<file path="src/fxalu_consts.svh">
`ifndef FXALU_CONSTS_SVH
`define FXALU_CONSTS_SVH
`define FXALU_DATA_W     8
`define FXALU_ADDR_W     7
`define FXALU_ADDR_MAX   7'h7f
`define FXALU_W_RESET    8'h00
`define FXALU_NIB_LO_MSB 3
`define FXALU_NIB_HI_LSB 4
`define FXALU_DEST_W     1'b0
`define FXALU_DEST_F     1'b1
`endif

</file>
<file path="src/fxalu_pkg.sv">
package fxalu_pkg;
  typedef enum logic [1:0] {
    OP_SUB_WORK_FROM_FILE,
    OP_XOR_WORK_WITH_FILE,
    OP_SWAP_FILE_NIBBLES,
    OP_NONE
  } fxalu_op_type;
endpackage : fxalu_pkg

</file>
<file path="src/fxalu_res_if.sv">
`timescale 1ns/1ps
interface fxalu_res_if;
  logic [7:0] result;
  logic       carry;
  logic       digit_carry;
  logic       zero;
  logic       upd_carry;
  logic       upd_zero;
  modport core (output result, carry, digit_carry, zero, upd_carry, upd_zero);
  modport top  (input  result, carry, digit_carry, zero, upd_carry, upd_zero);
endinterface : fxalu_res_if

</file>
<file path="src/fxalu_core.sv">
`timescale 1ns/1ps
`include "fxalu_consts.svh"
module fxalu_core
(
  // operands
  input  wire fxalu_pkg::fxalu_op_type op,
  input  wire logic [7:0]             work_val,
  input  wire logic [7:0]             file_val,
  // result
  fxalu_res_if.core                   res
);
  logic [8:0] diff;
  logic [4:0] low_diff;

  always_comb
  begin
    // two's complement: f + ~w + 1, carry out means no borrow
    diff            = {1'b0, file_val} + {1'b0, ~work_val} + 9'h001;
    low_diff        = {1'b0, file_val[3:0]} + {1'b0, ~work_val[3:0]} + 5'h01;
    res.result      = 8'h00;
    res.carry       = 1'b0;
    res.digit_carry = 1'b0;
    res.upd_carry   = 1'b0;
    res.upd_zero    = 1'b0;
    case (op)
      fxalu_pkg::OP_SUB_WORK_FROM_FILE:
      begin
        res.result      = diff[7:0];
        res.carry       = diff[8];
        res.digit_carry = low_diff[4];
        res.upd_carry   = 1'b1;
        res.upd_zero    = 1'b1;
      end
      fxalu_pkg::OP_XOR_WORK_WITH_FILE:
      begin
        res.result   = work_val ^ file_val;
        res.upd_zero = 1'b1;
      end
      fxalu_pkg::OP_SWAP_FILE_NIBBLES:
      begin
        res.result = {file_val[`FXALU_NIB_LO_MSB:0], file_val[7:`FXALU_NIB_HI_LSB]};
      end
      default:
      begin
        res.result = 8'h00;
      end
    endcase
    res.zero = (res.result == 8'h00);
  end
endmodule : fxalu_core

</file>
<file path="src/fxalu_top.sv">
`timescale 1ns/1ps
`include "fxalu_consts.svh"
// Summary of operation
// - subtract: file minus work, two's complement, flags c/dc/z; address 0..127.
// - xor: work xor file, only zero flag changes.
// - swap: file nibbles exchanged into destination, flags untouched.
// - dest_select 0 writes work register, 1 writes file register back.
module fxalu_top
(
  // clock and reset
  input  wire logic                   clk,
  input  wire logic                   rst,
  // instruction issue
  input  wire logic                   op_valid,
  input  wire fxalu_pkg::fxalu_op_type op,
  input  wire logic [6:0]             file_reg_addr,
  input  wire logic                   dest_select,
  input  wire logic [7:0]             file_rd_data,
  // file register write port
  output logic                        file_wr_en,
  output logic [6:0]                  file_wr_addr,
  output logic [7:0]                  file_wr_data,
  // architectural state
  output logic [7:0]                  work_reg,
  output logic                        carry_flag,
  output logic                        digit_carry_flag,
  output logic                        zero_flag,
  output logic                        done
);
  fxalu_res_if res_bus ();

  logic [7:0] work_reg_next;
  logic       carry_next;
  logic       dc_next;
  logic       zero_next;
  logic       wr_en_next;
  logic [6:0] wr_addr_next;
  logic [7:0] wr_data_next;
  logic       done_next;
  logic       do_op;

  fxalu_core u_core
  (
    .op       (op),
    .work_val (work_reg),
    .file_val (file_rd_data),
    .res      (res_bus.core)
  );

  // operand address is 7 bits wide, so it always lies in 0..127
  assign do_op = op_valid && (op != fxalu_pkg::OP_NONE);

  always_comb
  begin
    work_reg_next = work_reg;
    carry_next    = carry_flag;
    dc_next       = digit_carry_flag;
    zero_next     = zero_flag;
    wr_en_next    = 1'b0;
    wr_addr_next  = file_wr_addr;
    wr_data_next  = file_wr_data;
    done_next     = do_op;
    if (do_op)
    begin
      if (dest_select == `FXALU_DEST_W)
      begin
        work_reg_next = res_bus.result;
      end
      else
      begin
        wr_en_next   = 1'b1;
        wr_addr_next = file_reg_addr;
        wr_data_next = res_bus.result;
      end
      if (res_bus.upd_carry)
      begin
        carry_next = res_bus.carry;
        dc_next    = res_bus.digit_carry;
      end
      if (res_bus.upd_zero)
      begin
        zero_next = res_bus.zero;
      end
    end
  end

  always_ff @(posedge clk)
  begin
    if (rst)
    begin
      work_reg         <= `FXALU_W_RESET;
      carry_flag       <= 1'b0;
      digit_carry_flag <= 1'b0;
      zero_flag        <= 1'b0;
      file_wr_en       <= 1'b0;
      file_wr_addr     <= 7'h00;
      file_wr_data     <= 8'h00;
      done             <= 1'b0;
    end
    else
    begin
      work_reg         <= work_reg_next;
      carry_flag       <= carry_next;
      digit_carry_flag <= dc_next;
      zero_flag        <= zero_next;
      file_wr_en       <= wr_en_next;
      file_wr_addr     <= wr_addr_next;
      file_wr_data     <= wr_data_next;
      done             <= done_next;
    end
  end
endmodule : fxalu_top

</file>
<file path="config.mk">
export PLATFORM = sky130hd
export DESIGN_NAME = fxalu_top
export DESIGN_NICKNAME = d
export VERILOG_FILES = /design/src/fxalu_pkg.sv /design/src/fxalu_res_if.sv /design/src/fxalu_core.sv /design/src/fxalu_top.sv
export VERILOG_INCLUDE_DIRS = /design/src
export SDC_FILE = /design/constraint.sdc
export NUM_CORES = 1
export LEC_CHECK = 0
export BUFFER_PORTS_ARGS = -buffer_cell sky130_fd_sc_hd__buf_2
export CAP_MARGIN = 10
export CORE_MARGIN = 5
export CORE_UTILIZATION = 45
export DETAILED_ROUTE_END_ITERATION = 10
export PLACE_DENSITY = 0.79
export SYNTH_ARGS = -nofsm -noshare
export SYNTH_HDL_FRONTEND = slang
export SYNTH_SLANG_ARGS = --single-unit
</file>
<file path="constraint.sdc">
create_clock -name clk -period 2.8 [get_ports clk]
set_input_delay 0.42 -clock clk [delete_from_list [all_inputs] [get_ports clk]]
set_output_delay 0.42 -clock clk [all_outputs]
set_load 0.01 [all_outputs]
</file>
==> results of run 1 <==
==> critical path: stages (launching register included) <==
cell and delay [ns]:
dfxtp_1 0.36, ha_1 0.21, fa_1 0.42, nor2b_1 0.16
o311a_1 0.34, and2_0 0.16, and4b_1 0.21, a41o_1 0.23
==> where the power goes <==
part | switching, uW | internal, uW
clock | 121 | 145
combinational | 133 | 92.1
sequential | 11.8 | 420
total | 266 | 657
==> per-layer routing <==
layer	share of wire [%]	track usage (%)	vias to the layer above
met2	48	30.27	52
met4	1.3	5.955	0
met5	0	0	-
met3	7.1	3.404	4
li1	-	-	771
met1	43	22.87	670
==> worst max path at each step <==
stage,from,endpoint,slack [ns]
2_1_floorplan,file_rd_data[0],zero_flag,0.67
5_1_grt,work_reg[0],zero_flag,0.53
3_5_place_dp,file_rd_data[0],zero_flag,0.42
4_1_cts,work_reg[0],zero_flag,0.64
6_report,work_reg[0],zero_flag,0.64
3_3_place_gp,file_rd_data[0],zero_flag,0.50
==> layout make-up <==
| type | instances | share of cell area [%] |
|---|---|---|
| Clock buffer | 3 | 1.202 |
| Inverter | 13 | 2.605 |
| Tap cell | 46 | 3.073 |
| Timing Repair Buffer | 50 | 13.63 |
| Multi-Input combinational cell | 141 | 47.96 |
| Clock inverter | 1 | 1.603 |
| Sequential cell | 28 | 29.93 |
==> cells in the final DEF (no fill, tap or decap), drive strengths merged, types with 2 or more instances in the layout <==
cell type   n
nand3       5
buf        50
o21ai       8
ha          8
nor2b       6
nor2       25
dfxtp      28
nand3b      2
inv        13
and2        2
o21a        2
a211oi     11
nand4       3
clkbuf      3
a21oi      15
o311a       2
nand2      23
mux2i       2
a311oi      3
==> through the flow <==
step / setup slack (ns) / hold slack (ns) / std cells
after global placement: 0.5034 / 0.4394 / 278
after detailed placement: 0.4235 / 0.4448 / 278
after CTS: 0.6391 / 0.2940 / 282
after floorplan: 0.6725 / 0.4805 / 191
final: 0.6359 / 0.2979 / 282
after global routing: 0.5280 / 0.2817 / 282
==> logic make-up after synthesis <==
| kind of cell | synth area share [%] |
|---|---|
| compound gates | 23.48 |
| xor+xnor | 0.5669 |
| fa+ha+maj | 7.774 |
| buf+inv | 5.587 |
| flops | 36.28 |
| mux | 1.538 |
| simple gates | 24.78 |
==> impl_metrics.csv, run 1 <==
group,metric,value,unit
status,status,"completed",
setup_path,required,3.05,ns
power,total_power,923.0,uW
detailed_routing,drt_iter0_markers,85,
hold_path,hold_class,"input port to register",
logic_synthesis,synth_area_leader_cell,"dfxtp_1",
clocking,clock_latency,0.33,ns
sta,fin_crit_sh,77.29,%
logic_synthesis,ys_ff_latch,28,
setup_path,r2r-end,"zero_flag",
sta,finalCriticalPeriod,2.164,ns
setup_path,critical_path_arrival,2.41,ns
cells_and_area,drive_above_1_share,24.58,%
placed_design,placed_cell_area,1821,um2
clocking,clk_path_buf_depth,2,
cells_and_area,n_antenna_cell,0,
global_route,grt_pass1_vias,1331,
placed_design,place.gp.congestion,0.8655,
floorplan,die_w,68.60,um
clocking,path_clk_slew,0.15,ns
placed_design,io_buffers,48,
floorplan,core_area,3337,um2
placed_design,hpwl,3.072,mm
hold_path,holdCritStartpoint,"file_reg_addr[6]",
sta,slew_headroom,52.09,%
floorplan,ios,49,
global_route,grt_pass1_wl,6.334,mm
sta,rsz0062_at_grt,"no",
sta,drv_slew,0,
cells_and_area,multiInputGateArea,898.4,um2
logic_synthesis,syn-num-nets,221,
setup_path,reg2reg_slack,0.64,ns
power,power_density,492.8,nW/um2
detailed_routing,ant_nets,0,
clocking,cts_root_buffer,"clkbuf_4",
power,vdd_drop_max,0.3234,mV
global_route,grtUsageTotal,17.97,%
logic_synthesis,yosysWarnings,0,
detailed_routing,wl_per_cell,14.01,um
clocking,cts-htree-levels,1,
setup_path,crit_path_max_fanout,4,
global_route,overflow,0,
sta,finalClockSkew,0.002394,ns
logic_synthesis,synthTopCellsByCount,"dfxtp_1 (28), nor2_1 (25), nand2_1 (23)",
detailed_routing,dr_total_vias,1497,
detailed_routing,dr.pass1.iters,4,
hold_path,hold_depth,3,
clocking,cts_hold_buf,0,
logic_synthesis,synth.top_cell.area_share,36.28,%
logic_synthesis,ys_top_cells_by_area,"dfxtp_1 (36%), ha_1 (6.5%), nor2_1 (6.1%)",
detailed_routing,avgViaCountPerCell,5.309,
setup_path,cp-end-kind,"register",
logic_synthesis,ys_seq_area_share,36.28,%
setup_path,criticalPathCategory,"register to register",
flow_run,maxCapViolations,0,
logic_synthesis,syn_area,1545,um2
logic_synthesis,synth.most_common_cell,"dfxtp_1",
floorplan,initial_utilization,46.31,%
hold_path,holdPathEnd,"file_wr_addr[6]",
clocking,clock-sinks,28,
logic_synthesis,ys.flop_type,"dfxtp_1",
cells_and_area,register_area,560.5,um2
cells_and_area,fin_area,1873,um2
floorplan,fp.dieArea,4706,um2
power,cellLeakagePower,0.0008284,uW
logic_synthesis,synthCells,191,
detailed_routing,wirelength,3.951,mm
cells_and_area,area_delta_synth_final,21.21,%
logic_synthesis,synth_edf_count,0,
setup_path,startpoint_type,"register",
sta,hold_viol,0,
clocking,cts_buffers,3,
logic_synthesis,synthArstFlopShare,0,%
clocking,cts_setup_buffers,0,
floorplan,rows,21,
setup_path,reg2reg_from,"work_reg[0]",
clocking,post_cts_resized,0,
global_route,grt_max_degree,30,
setup_path,reg2reg_depth,7,
cells_and_area,final_nets,267,
clocking,cts_tree,"done",
cells_and_area,fill_cells,340,
cells_and_area,fin_util,56.13,%
sta,setup_violations,0,
floorplan,die_h,68.60,um
logic_synthesis,synth.distinct_cells,46,
sta,tns,0,ns
sta,fmax,0.4621,GHz
sta,worst_pin_slew,0.7186,ns
logic_synthesis,avgSynthCellArea,8.090,um2
global_route,grt_antenna_before_repair,0,
detailed_routing,drc,0,
No activity file was read; power rests on OpenSTA's default activity.
==> run 2: changes to the inputs <==
- ABC_AREA: not set -> 1
- PLACE_DENSITY: 0.79 -> 0.81
- clock period: 2.8 -> 1.8 ns (I/O delays scaled with it)
==> run 2 against run 1 <==
Compared with the run above: the run now ends with setup timing left; critical endpoint unchanged; wire length increased by 19%; sequential share of layout area decreased by 4.1 points; maximum frequency increased by 17%; power increased by 79%; first-iteration DRC count increased by 3.5%.
==> impl_metrics.csv, run 2 <==
group,metric,value,unit
logic_synthesis,ys_ff_latch,28,
status,status,"complete, but fails checks",
setup_path,cp-end-kind,"register",
detailed_routing,met2_wirelength,2.282,mm
setup_path,r2r-end,"zero_flag",
logic_synthesis,synth.distinct_cells,29,
global_route,overflow,0,
detailed_routing,wirelength,4.717,mm
power,power_density,755.7,nW/um2
clocking,clock-sinks,28,
sta,hold_viol,0,
clocking,clk_path_buf_depth,2,
detailed_routing,ant_nets,0,
cells_and_area,mostFrequentLayoutCells,"buf_2 (48), inv_1 (43), nand2_1 (34)",
logic_synthesis,syn-num-nets,273,
logic_synthesis,yosysWarnings,0,
logic_synthesis,synthCells,243,
detailed_routing,drt_iter0_markers,88,
setup_path,startpoint_type,"register",
sta,finalClockSkew,0.004863,ns
setup_path,crit_end,"zero_flag",
sta,worst_pin_slew,0.5076,ns
floorplan,die_h,70.72,um
power,swShare,29.98,%
cells_and_area,area_delta_synth_final,31.52,%
cells_and_area,drive_above_1_share,34.11,%
logic_synthesis,synth.most_common_cell,"inv_1",
cells_and_area,n_antenna_cell,0,
setup_path,reg2reg_depth,13,
setup_path,reg2reg_slack,-0.04,ns
logic_synthesis,synthArstFlopShare,0,%
sta,setup_violations,1,
global_route,grt_pass1_wl,7.403,mm
hold_path,hold_class,"input port to register",
sta,fin_crit_sh,102.4,%
setup_path,criticalPathCategory,"register to register",
sta,slew_headroom,66.12,%
detailed_routing,met1_length,1.980,mm
floorplan,ios,49,
placed_design,place.gp.congestion,0.9341,
logic_synthesis,synth_edf_count,0,
logic_synthesis,synth_area_leader_cell,"dfxtp_1",
logic_synthesis,syn_area,1659,um2
power,p_sw,494.3,uW
logic_synthesis,ys_seq_area_share,33.79,%
sta,setup_slack,-0.04237,ns
power,pwr-share-seq,41.2,%
cells_and_area,layout_commonest_cell,"buf_2",
global_route,grt_pass1_vias,1696,
cells_and_area,fin_util,60.51,%
floorplan,initial_utilization,46.01,%
global_route,grt_max_degree,22,
logic_synthesis,synth.top_cell.area_share,33.79,%
clocking,cts_hold_buf,0,
clocking,path_clk_slew,0.10,ns
logic_synthesis,synthTopCellsByCount,"inv_1 (44), nand2_1 (41), dfxtp_1 (28), nor2_1 (28), o21ai_0 (24)",
sta,holdWs,0.2079,ns
setup_path,required,2.02,ns
logic_synthesis,ys.flop_type,"dfxtp_1",
clocking,cts_root_buffer,"clkbuf_8",
flow_run,maxCapViolations,0,
placed_design,place_inst,341,
detailed_routing,avgViaCountPerCell,5.112,
clocking,clock_latency,0.28,ns
power,combPwrFrac,28.7,%
setup_path,crit_path_max_fanout,3,
logic_synthesis,avgSynthCellArea,6.828,um2
detailed_routing,dr_total_vias,1774,
global_route,grt_antenna_before_repair,0,
power,vdd_drop_max,0.5951,mV
clocking,cts_buffers,3,
detailed_routing,highest_layer,"met4",
cells_and_area,fill_cells,324,
placed_design,io_buffers,48,
global_route,grtUsageTotal,17.98,%
cells_and_area,final_nets,330,
detailed_routing,met3_length,355,um
floorplan,die_w,70.72,um
power,cellLeakagePower,0.001157,uW
cells_and_area,layout.cells.non_filler,347,
setup_path,cp-startpoint,"work_reg[0]",
status,violations,"setup timing",
detailed_routing,wl_per_cell,13.59,um
floorplan,fp.dieArea,5001,um2
power,p_int,1155,uW
floorplan,rows,22,
placed_design,hpwl,3.396,mm
setup_path,reg2reg_from,"work_reg[0]",
sta,fmax,0.5428,GHz
sta,rsz0062_at_grt,"yes",
sta,drv_slew,0,
sta,finalCriticalPeriod,1.842,ns
power,clockPowerShare,30.1,%
floorplan,core_area,3606,um2
clocking,cts_tree,"done",
logic_synthesis,ys_top_cells_by_area,"dfxtp_1 (34%), inv_1 (10%), nand2_1 (9.3%)",
setup_path,critical_path_arrival,2.06,ns
detailed_routing,dr.pass1.iters,4,
detailed_routing,drc,0,
clocking,cts-htree-levels,1,
-- run 2: cell types whose count changed in the layout (fill, tap and decap cells not counted), sizes merged, moves of 4 or more --
cell    delta
buf        +9
inv       +34
nand3     +16
a21oi      -4
nand2     +20
o21bai     +4
nor2       +7
o21ai     +16
a211oi    -11
nor2b      -6
-- run 2: routing by layer --
metal	vias to the layer above	GRT usage (%)
met5	-	0
met4	0	5.010
met3	12	4.119
met2	71	31.20
met1	805	22.26
li1	886	-
-- run 2: worst min path at each step --
stage | to | cells past startpoint | start
2_1_floorplan | file_wr_addr[0] | 2 | file_reg_addr[0]
3_3_place_gp | zero_flag | 2 | zero_flag
3_5_place_dp | zero_flag | 2 | zero_flag
4_1_cts | file_wr_addr[6] | 3 | file_reg_addr[6]
5_1_grt | file_wr_addr[6] | 3 | file_reg_addr[6]
6_report | file_wr_addr[6] | 3 | file_reg_addr[6]
-- run 2: layout make-up --
type | instances | area, um2 | share of cell area (%)
Sequential cell | 28 | 564.3 | 25.86
Inverter | 47 | 178.9 | 8.200
Clock buffer | 3 | 41.29 | 1.892
Timing Repair Buffer | 59 | 322.8 | 14.79
Tap cell | 48 | 60.06 | 2.752
Multi-Input combinational cell | 161 | 984.7 | 45.13
Clock inverter | 1 | 30.03 | 1.376
-- run 2: power groups by stage --
stage	Combinational [uW]	Clock (uW)	Sequential [uW]
6_report	474	496	679
2_1_floorplan	243	0	708
4_1_cts	422	499	677
3_3_place_gp	399	0	690
5_1_grt	525	530	683
3_5_place_dp	406	0	691
-- run 2: logic make-up after synthesis --
logic type	after synthesis	share of synthesized area [%]
AND/OR/NAND/NOR	104	28.88
AO/OA/AOI/OAI	48	16.29
adder cells (fa/ha/maj)	9	7.240
buffers and inverters	54	13.80
flip-flops	28	33.79
-- run 2: timing repair --
action                     in CTS  in global routing
buffers inserted                1                  1
hold endpoints to repair        0                  0
resized for setup               6                 23
pin swaps                       1                  4
setup endpoints to repair       2                  8
-- run 2: through the flow --
stage	TNS, ns	setup WS [ns]	area [um2]	power [uW]
finish	-0.04237	-0.04237	2182	1649
global placement	-0.1610	-0.07209	1977	1089
detailed placement	-0.3514	-0.1423	1977	1097
floorplan	0	0.07581	1659	951.7
global route	-0.2867	-0.1157	2182	1738
CTS	0	0.009797	2076	1598
-- run 2: critical path: stages (launching register included) --
cell     delay, ns
dfxtp_2       0.34
ha_4          0.16
fa_2          0.35
inv_2         0.08
nand2_2       0.06
nand2_1       0.10
nor2_2        0.06
nor2_4        0.10
nand3_2       0.07
nor2_1        0.10
nand2_1       0.07
nor2_1        0.09
nand2_1       0.07
a21oi_2       0.12
